**src/inc/sccc_cfg.svh**
```systemverilog
// Register offsets, field positions and timing counts of the capture/compare array
`ifndef SCCC_CFG_SVH
`define SCCC_CFG_SVH
// =====================================================
// Register offsets
`define SCCC_OFS_CTRL 8'h00
`define SCCC_OFS_RELOAD_A 8'h04
`define SCCC_OFS_RELOAD_B 8'h08
`define SCCC_OFS_TIMER_A 8'h0c
`define SCCC_OFS_TIMER_B 8'h10
`define SCCC_OFS_INT_STATUS 8'h14
`define SCCC_OFS_INT_CLEAR 8'h18
`define SCCC_OFS_INT_ENABLE 8'h1c
`define SCCC_OFS_DOUBLE 8'h20
`define SCCC_REGION_CFG 2'h1
`define SCCC_REGION_VAL 2'h2
// =====================================================
// Field positions
`define SCCC_CTRL_RUN_A 0
`define SCCC_CTRL_RUN_B 1
`define SCCC_CTRL_SEL_A 4:2
`define SCCC_CTRL_SEL_B 7:5
`define SCCC_CTRL_STAGGER 8
`define SCCC_CTRL_W 9
`define SCCC_CFG_COMPARE 0
`define SCCC_CFG_TB_B 1
`define SCCC_CFG_MODE 3:2
`define SCCC_CFG_RISE 4
`define SCCC_CFG_FALL 5
`define SCCC_CFG_SINGLE 6
`define SCCC_CFG_W 7
`define SCCC_INT_W 18
// =====================================================
// Reset values and timing counts
`define SCCC_RST_STATE '0
`define SCCC_STAGGER_LAST 3'h7
`endif

```
**src/inc/sccc_pkg.sv**
```systemverilog
// Types of the capture/compare array
`include "sccc_cfg.svh"
package sccc_pkg;
  typedef enum logic [1:0] {
    SCCC_CMP_INT_MULTI = 2'b00,
    SCCC_CMP_TOGGLE = 2'b01,
    SCCC_CMP_INT_ONCE = 2'b10,
    SCCC_CMP_SET_CLR = 2'b11
  } sccc_cmp_mode_t;
  typedef enum logic [2:0] {
    SCCC_CLK_DIV1 = 3'b000,
    SCCC_CLK_TIMER_OVF = 3'b110,
    SCCC_CLK_EXT = 3'b111
  } sccc_clk_sel_t;
  typedef struct packed {
    logic [15:0] cnt;
    logic upd;
    logic ovf;
    logic [4:0] presc;
    logic ext_prev;
  } sccc_tb_state_t;
  typedef struct packed {
    logic [15:0] val;
    logic pin;
    logic armed;
    logic done;
    logic pin_prev;
    logic evt;
    logic irq;
  } sccc_ch_state_t;
  typedef struct packed {
    logic [`SCCC_CTRL_W-1:0] ctrl;
    logic [15:0] reload_a;
    logic [15:0] reload_b;
    logic [`SCCC_INT_W-1:0] status;
    logic [`SCCC_INT_W-1:0] enable;
    logic [7:0] dbl;
    logic [7:0] dbl_pin;
    logic [15:0][`SCCC_CFG_W-1:0] cfg;
    logic [2:0] phase;
    logic [31:0] prdata;
    logic slverr;
  } sccc_top_state_t;
endpackage

```
**src/rtl/sccc_channel.sv**
```systemverilog
// One capture/compare channel with its pin
`timescale 1ns/1ps
module sccc_channel
  import sccc_pkg::*;
(
  // Clock and reset
  input wire logic clk,
  input wire logic rst_n,
  // Configuration
  input wire logic [`SCCC_CFG_W-1:0] cfg,
  input wire logic cfg_wr,
  input wire logic val_wr,
  input wire logic [15:0] val_data,
  // Time bases
  input wire logic [15:0] cnt_a,
  input wire logic [15:0] cnt_b,
  input wire logic upd_a,
  input wire logic upd_b,
  input wire logic ovf_a,
  input wire logic ovf_b,
  // Pin
  input wire logic pin_i,
  output logic pin_o,
  output logic pin_oe,
  // Events
  output logic [15:0] val,
  output logic evt,
  output logic irq
);
  sccc_ch_state_t s_reg;
  sccc_ch_state_t s_next;
  sccc_cmp_mode_t mode;
  logic [15:0] cnt;
  logic upd, ovf, match, edge_hit, acted;

  // =====================================================
  // Capture and compare
  always_comb
  begin
    s_next = s_reg;
    s_next.evt = 1'b0;
    s_next.irq = 1'b0;
    s_next.pin_prev = pin_i;
    acted = 1'b0;
    mode = sccc_cmp_mode_t'(cfg[`SCCC_CFG_MODE]);
    cnt = cfg[`SCCC_CFG_TB_B] ? cnt_b : cnt_a;
    upd = cfg[`SCCC_CFG_TB_B] ? upd_b : upd_a;
    ovf = cfg[`SCCC_CFG_TB_B] ? ovf_b : ovf_a;
    match = cfg[`SCCC_CFG_COMPARE] && upd && cnt == s_reg.val && !s_reg.done;
    edge_hit = !cfg[`SCCC_CFG_COMPARE] &&
      ((cfg[`SCCC_CFG_RISE] && pin_i && !s_reg.pin_prev) ||
       (cfg[`SCCC_CFG_FALL] && !pin_i && s_reg.pin_prev));
    if (cfg_wr || val_wr)
    begin
      s_next.done = 1'b0;
      s_next.armed = 1'b1;
    end
    if (val_wr)
      s_next.val = val_data;
    if (ovf)
    begin
      s_next.armed = 1'b1;
      if (mode == SCCC_CMP_SET_CLR)
        s_next.pin = 1'b0;
    end
    if (match)
    begin
      case (mode)
        SCCC_CMP_INT_MULTI: acted = 1'b1;
        SCCC_CMP_TOGGLE:
        begin
          acted = 1'b1;
          s_next.pin = !s_reg.pin;
          s_next.evt = 1'b1;
        end
        SCCC_CMP_INT_ONCE: acted = s_reg.armed || ovf;
        SCCC_CMP_SET_CLR:
        begin
          acted = s_reg.armed || ovf;
          if (acted)
            s_next.pin = 1'b1;
        end
        default: acted = 1'b0;
      endcase
      if (acted)
      begin
        s_next.irq = 1'b1;
        s_next.armed = 1'b0;
        s_next.done = cfg[`SCCC_CFG_SINGLE];
      end
    end
    if (edge_hit)
    begin
      s_next.val = cnt;
      s_next.irq = 1'b1;
    end
  end

  always_ff @(posedge clk)
  begin
    if (!rst_n)
      s_reg <= `SCCC_RST_STATE;
    else
      s_reg <= s_next;
  end

  assign pin_o = s_reg.pin;
  assign pin_oe = cfg[`SCCC_CFG_COMPARE] && cfg[2];
  assign val = s_reg.val;
  assign evt = s_reg.evt;
  assign irq = s_reg.irq;
endmodule

```
**src/rtl/sccc_timebase.sv**
```systemverilog
// Reloadable 16-bit time base with selectable count input
`timescale 1ns/1ps
module sccc_timebase
  import sccc_pkg::*;
#(
  parameter bit EXT_ALLOWED = 1'b1
)
(
  // Clock and reset
  input wire logic clk,
  input wire logic rst_n,
  // Control
  input wire logic run,
  input wire logic [2:0] sel,
  input wire logic slot_ok,
  input wire logic [15:0] reload,
  input wire logic load,
  input wire logic [15:0] load_data,
  // Count sources
  input wire logic timer_ovf,
  input wire logic ext_count,
  // Time base
  output logic [15:0] cnt,
  output logic upd,
  output logic ovf
);
  sccc_tb_state_t s_reg;
  sccc_tb_state_t s_next;
  logic tick;
  logic [4:0] mask;

  // =====================================================
  // Count input and counter
  always_comb
  begin
    s_next = s_reg;
    s_next.upd = 1'b0;
    s_next.ovf = 1'b0;
    s_next.presc = s_reg.presc + 5'h01;
    s_next.ext_prev = ext_count;
    mask = (5'h01 << sel) - 5'h01;
    case (sel)
      SCCC_CLK_TIMER_OVF: tick = timer_ovf;
      SCCC_CLK_EXT: tick = EXT_ALLOWED && ext_count && !s_reg.ext_prev;
      default: tick = slot_ok && ((s_reg.presc & mask) == mask);
    endcase
    if (load)
    begin
      s_next.cnt = load_data;
    end
    else if (run && tick)
    begin
      s_next.upd = 1'b1;
      if (s_reg.cnt == 16'hffff)
      begin
        s_next.cnt = reload;
        s_next.ovf = 1'b1;
      end
      else
      begin
        s_next.cnt = s_reg.cnt + 16'h0001;
      end
    end
  end

  always_ff @(posedge clk)
  begin
    if (!rst_n)
      s_reg <= `SCCC_RST_STATE;
    else
      s_reg <= s_next;
  end

  assign cnt = s_reg.cnt;
  assign upd = s_reg.upd;
  assign ovf = s_reg.ovf;
endmodule

```
**src/rtl/sccc_top.sv**
```systemverilog
// Capture/compare array top with APB register file and interrupt
//
// The implementer's own choices: the APB slave port and the placing of the registers.
`timescale 1ns/1ps
module sccc_top
  import sccc_pkg::*;
(
  // Clock and reset
  input wire logic CLOCK,
  input wire logic RESETN,
  // APB slave
  input wire logic PSEL,
  input wire logic PENABLE,
  input wire logic PWRITE,
  input wire logic [7:0] PADDR,
  input wire logic [31:0] PWDATA,
  output logic [31:0] PRDATA,
  output logic PREADY,
  output logic PSLVERR,
  // Count sources
  input wire logic SECOND_TIMER_OVF,
  input wire logic EXT_COUNT_A,
  // Channel pins
  input wire logic [15:0] CC_PIN_I,
  output logic [15:0] CC_PIN_O,
  output logic [15:0] CC_PIN_OE,
  // Interrupt
  output logic INT
);
  sccc_top_state_t s_reg;
  sccc_top_state_t s_next;
  logic [15:0] cnt_a;
  logic [15:0] cnt_b;
  logic upd_a, upd_b, ovf_a, ovf_b;
  logic [15:0][15:0] ch_val;
  logic [15:0] ch_evt;
  logic [15:0] ch_irq;
  logic [15:0] ch_pin;
  logic [15:0] ch_oe;
  logic [7:0] pair_evt;
  logic wr, setup, in_cfg, in_val, slot_ok, rd_err;
  logic [3:0] idx;
  logic [31:0] rd_data;

  // =====================================================
  // Address decode
  assign wr = PSEL && PENABLE && PWRITE;
  assign setup = PSEL && !PENABLE;
  assign idx = PADDR[5:2];
  assign in_cfg = PADDR[7:6] == `SCCC_REGION_CFG && PADDR[1:0] == 2'h0;
  assign in_val = PADDR[7:6] == `SCCC_REGION_VAL && PADDR[1:0] == 2'h0;

  // =====================================================
  // Staggered slot
  assign slot_ok = !s_reg.ctrl[`SCCC_CTRL_STAGGER] ||
    s_reg.phase == `SCCC_STAGGER_LAST;

  // =====================================================
  // Time bases
  sccc_timebase #(
    .EXT_ALLOWED(1'b1)
  ) u_tb_a (
    .clk(CLOCK),
    .rst_n(RESETN),
    .run(s_reg.ctrl[`SCCC_CTRL_RUN_A]),
    .sel(s_reg.ctrl[`SCCC_CTRL_SEL_A]),
    .slot_ok(slot_ok),
    .reload(s_reg.reload_a),
    .load(wr && PADDR == `SCCC_OFS_TIMER_A),
    .load_data(PWDATA[15:0]),
    .timer_ovf(SECOND_TIMER_OVF),
    .ext_count(EXT_COUNT_A),
    .cnt(cnt_a),
    .upd(upd_a),
    .ovf(ovf_a)
  );

  sccc_timebase #(
    .EXT_ALLOWED(1'b0)
  ) u_tb_b (
    .clk(CLOCK),
    .rst_n(RESETN),
    .run(s_reg.ctrl[`SCCC_CTRL_RUN_B]),
    .sel(s_reg.ctrl[`SCCC_CTRL_SEL_B]),
    .slot_ok(slot_ok),
    .reload(s_reg.reload_b),
    .load(wr && PADDR == `SCCC_OFS_TIMER_B),
    .load_data(PWDATA[15:0]),
    .timer_ovf(SECOND_TIMER_OVF),
    .ext_count(1'b0),
    .cnt(cnt_b),
    .upd(upd_b),
    .ovf(ovf_b)
  );

  // =====================================================
  // Channel array
  for (genvar g = 0; g < 16; g++)
  begin : g_ch
    sccc_channel u_ch (
      .clk(CLOCK),
      .rst_n(RESETN),
      .cfg(s_reg.cfg[g]),
      .cfg_wr(wr && in_cfg && idx == 4'(g)),
      .val_wr(wr && in_val && idx == 4'(g)),
      .val_data(PWDATA[15:0]),
      .cnt_a(cnt_a),
      .cnt_b(cnt_b),
      .upd_a(upd_a),
      .upd_b(upd_b),
      .ovf_a(ovf_a),
      .ovf_b(ovf_b),
      .pin_i(CC_PIN_I[g]),
      .pin_o(ch_pin[g]),
      .pin_oe(ch_oe[g]),
      .val(ch_val[g]),
      .evt(ch_evt[g]),
      .irq(ch_irq[g])
    );
  end

  // =====================================================
  // Pin mapping and double register pairs
  assign pair_evt = ch_evt[7:0] ^ ch_evt[15:8];
  assign CC_PIN_O[7:0] = (s_reg.dbl & s_reg.dbl_pin) | (~s_reg.dbl & ch_pin[7:0]);
  assign CC_PIN_OE[7:0] = s_reg.dbl | ch_oe[7:0];
  assign CC_PIN_O[15:8] = ch_pin[15:8];
  assign CC_PIN_OE[15:8] = ~s_reg.dbl & ch_oe[15:8];

  // =====================================================
  // Read decode
  always_comb
  begin
    rd_data = 32'h0000_0000;
    rd_err = 1'b0;
    if (in_cfg)
      rd_data[`SCCC_CFG_W-1:0] = s_reg.cfg[idx];
    else if (in_val)
      rd_data[15:0] = ch_val[idx];
    else
    begin
      case (PADDR)
        `SCCC_OFS_CTRL: rd_data[`SCCC_CTRL_W-1:0] = s_reg.ctrl;
        `SCCC_OFS_RELOAD_A: rd_data[15:0] = s_reg.reload_a;
        `SCCC_OFS_RELOAD_B: rd_data[15:0] = s_reg.reload_b;
        `SCCC_OFS_TIMER_A: rd_data[15:0] = cnt_a;
        `SCCC_OFS_TIMER_B: rd_data[15:0] = cnt_b;
        `SCCC_OFS_INT_STATUS: rd_data[`SCCC_INT_W-1:0] = s_reg.status;
        `SCCC_OFS_INT_CLEAR: rd_data = 32'h0000_0000;
        `SCCC_OFS_INT_ENABLE: rd_data[`SCCC_INT_W-1:0] = s_reg.enable;
        `SCCC_OFS_DOUBLE: rd_data[7:0] = s_reg.dbl;
        default: rd_err = 1'b1;
      endcase
    end
  end

  // =====================================================
  // Register file and interrupt state
  always_comb
  begin
    s_next = s_reg;
    s_next.phase = s_reg.phase + 3'h1;
    s_next.dbl_pin = s_reg.dbl_pin ^ (pair_evt & s_reg.dbl);
    if (wr && in_cfg)
      s_next.cfg[idx] = PWDATA[`SCCC_CFG_W-1:0];
    else if (wr)
    begin
      case (PADDR)
        `SCCC_OFS_CTRL: s_next.ctrl = PWDATA[`SCCC_CTRL_W-1:0];
        `SCCC_OFS_RELOAD_A: s_next.reload_a = PWDATA[15:0];
        `SCCC_OFS_RELOAD_B: s_next.reload_b = PWDATA[15:0];
        `SCCC_OFS_INT_CLEAR: s_next.status = s_reg.status & ~PWDATA[`SCCC_INT_W-1:0];
        `SCCC_OFS_INT_ENABLE: s_next.enable = PWDATA[`SCCC_INT_W-1:0];
        `SCCC_OFS_DOUBLE: s_next.dbl = PWDATA[7:0];
        default: s_next.ctrl = s_reg.ctrl;
      endcase
    end
    s_next.status = s_next.status | {ovf_b, ovf_a, ch_irq};
    if (setup)
    begin
      s_next.prdata = rd_data;
      s_next.slverr = rd_err;
    end
  end

  always_ff @(posedge CLOCK)
  begin
    if (!RESETN)
      s_reg <= `SCCC_RST_STATE;
    else
      s_reg <= s_next;
  end

  // =====================================================
  // Bus and interrupt outputs
  assign PRDATA = s_reg.prdata;
  assign PREADY = 1'b1;
  assign PSLVERR = PSEL && PENABLE && s_reg.slverr;
  assign INT = |(s_reg.status & s_reg.enable);
endmodule

```
**config.mk**
```make
export PLATFORM = sky130hd
export DESIGN_NAME = sccc_top
export DESIGN_NICKNAME = d
export VERILOG_FILES = /design/src/inc/sccc_pkg.sv /design/src/rtl/sccc_channel.sv /design/src/rtl/sccc_timebase.sv /design/src/rtl/sccc_top.sv
export VERILOG_INCLUDE_DIRS = /design/src /design/src/inc
export SDC_FILE = /design/constraint.sdc
export NUM_CORES = 2
export LEC_CHECK = 0
export BUFFER_PORTS_ARGS = -buffer_cell sky130_fd_sc_hd__buf_2
export CORE_MARGIN = 5
export CORE_UTILIZATION = 45
export DETAILED_ROUTE_END_ITERATION = 12
export GPL_TIMING_DRIVEN = 0
export PLACE_DENSITY = 0.58
export SLEW_MARGIN = 0
export SYNTH_ARGS = -nofsm -noshare
export SYNTH_HDL_FRONTEND = slang
export SYNTH_SLANG_ARGS = --single-unit
export TNS_END_PERCENT = 50
```
**constraint.sdc**
```tcl
create_clock -name CLOCK -period 6.5 [get_ports CLOCK]
set_input_delay 1.3 -clock CLOCK [delete_from_list [all_inputs] [get_ports CLOCK]]
set_output_delay 1.3 -clock CLOCK [all_outputs]
set_load 0.05 [all_outputs]
```
==> reports/metrics.yaml <==
status: "complete, but fails checks"
violations: "max-capacitance violations, max-slew violations"
die_y_um: 299
synth-seq-cells: 626
dp.cells: 5367
criticalPathCategory: "flip-flop to flip-flop"
syn2layout_area_growth_pct: 12.3
clockBufferDepth: 3
timing.final.crit_period_ns: 5.73
design.core.area_um2: 83400
rows: 106
hold_path_depth: 1
grt_use_total_pct: 49.4
synth_ff_type: "dfxtp_1"
via_count: 39800
die_area_um2: 89700
hold_viol_final: 0
cts-root-buf: "clkbuf_16"
finalSetupTns_ns: 0
maxSlewHeadroom_pct: -22.0
crit_arrival_ns: 6.31
final_common_cell: "dfxtp_1"
setup_viol: 0
antenna_found_initial: 26
clock_skew_ns: 0.0334
worstPathRequired_ns: 7.08
drv_cap: 27
clock_latency_ns: 0.66
synthesis.area_um2: 37700
vias_per_cell: 7.20
leakage_nw: 14.2
die_width_um: 299
grt_pass1_wl_um: 307000
clock_sinks: 626
ant_nets: 0
drc: 0
synthesis.instances: 4177
cts_resized: 0
path_clk_slew_ns: 0.06
nNetsFinal: 4438
critPathLaunchType: "flip-flop"
grt_max_degree: 13
synthArstFlopShare_pct: 0
gp_congestion: 1.13
rsz0062_at_grt: "false"
end_kind: "flip-flop"
final_cell_mix: "dfxtp_1 (626), a211oi_1 (413), mux2i_1 (370)"
fmax_ghz: 0.175
numPortBuffers: 97
synth.area.top_cells: "dfxtp_1 (33%), mux2i_1 (9.8%), a211oi_1 (8.2%)"
report.final.slew_viol_count: 245
p_per_area_nw_per_um2: 216
postCtsHoldBufs: 0
io_pins: 130
yosysWarnings: 0
synth_cell_types: 77
layout-drive-gt1-share_pct: 16.2
dpl.hpwl_um: 169000
cp_max_fo: 10
wire_per_inst_um: 42.0
peakVddDrop_uv: 209
overflow: 0
cts_made_buffers: 78
largest_reg_flops: 256
hold_path_class: "flip-flop to flip-flop"
cts_tree: "yes"
drt_pre_antenna_iters: 10
synth_edf_count: 0
yosysSeqAreaShare_pct: 33.2
start_util_pct: 45.2
grt_pass1_vias: 36300
synth_top_area_cell: "dfxtp_1"
tightest_slew_ns: 1.83
finish.instance_area_um2: 42300
instances_no_fill: 5525
finalCritPeriodShare_pct: 88.1
drt-initial-drc-count: 7298
htreeDepth: 3
routed_wl_um: 232000
cts_setup_buffers: 0
yosysTopAreaCellShare_pct: 33.2
finalCoreUtilization_pct: 50.8
syn_avg_cell_area_um2: 9.02
dpl_cell_area_um2: 39600
p_total_mw: 9.16
r2r_cells: 9
stage by stage:
stage / setup slack [ns] / hold WS (ns)
6_report: 0.773 / 0.421
5_1_grt: 1.10 / 0.451
4_1_cts: 0.969 / 0.427
3_5_place_dp: 0.983 / 0.419
3_3_place_gp: 0.868 / 0.414
2_1_floorplan: 3.15 / 0.399
cell usage after synthesis, types with 117 or more instances:
cell and number:
dfxtp_1 626, a211oi_1 413, mux2i_1 370, nand2_1 341, nor2_1 336, clkbuf_1 254
xnor2_1 250, a21oi_1 181, nor2b_1 158, mux2_2 144, mux4_2 122, nand3_1 117
critical path, stage by stage (launching register included):
cell and delay, ns:
dfxtp_1 0.94, clkbuf_1 1.27, clkbuf_2 0.83, mux2i_1 0.25, xnor2_1 0.25, nor4_1 0.28, nand2_1 0.10, nor3_1 0.97
nor2_1 0.52, nor2_1 0.19
logic make-up after synthesis:
family | count (synthesis) | synth area share, %
xor gates and xnor gates | 282 | 6.55
AOI/OAI and AO/OA | 821 | 14.9
and+or+nand+nor | 1366 | 18.3
adders and majority gates | 8 | 0.266
buffers and inverters | 436 | 5.31
other | 2 | 0.0199
muxes | 636 | 21.4
DFF | 626 | 33.2
final timing paths:
kind | start | to | slack (ns)
setup / recovery | u_tb_b.cnt[11]$_SDFFE_PN0P_ | g_ch[12].u_ch.irq$_SDFF_PN0_ | 0.77
hold / removal | s_reg[33]$_SDFF_PN0_ | s_reg[33]$_SDFF_PN0_ | 0.42
setup reg to reg | u_tb_b.cnt[11]$_SDFFE_PN0P_ | g_ch[12].u_ch.irq$_SDFF_PN0_ | 0.77
hold reg to reg | s_reg[33]$_SDFF_PN0_ | s_reg[33]$_SDFF_PN0_ | 0.42
where the power goes:
part	total, mW	internal, mW	switching (mW)
clock network	4.69	2.72	1.97
logic	0.608	0.114	0.494
registers	3.86	3.85	0.0121
cell type report:
class	count	area, um^2
fill	8080	41100
clock buffer	120	2350
sequential	626	12500
multi-input combinational	3128	23200
antenna	18	45.0
clock inverter	20	325
timing repair buffer	97	485
buffer	422	1980
inverter	14	52.6
tap	1080	1350
routing by layer:
metal | track usage, % | up-vias | part of all wire, %
li1 | - | 15700 | -
met1 | 60.7 | 19300 | 36
met2 | 67.9 | 3612 | 39
met3 | 18.4 | 1149 | 14
met4 | 41.4 | 16 | 11
met5 | 1.41 | - | 0.12
Note: power is estimated with default switching activity, not from simulation.
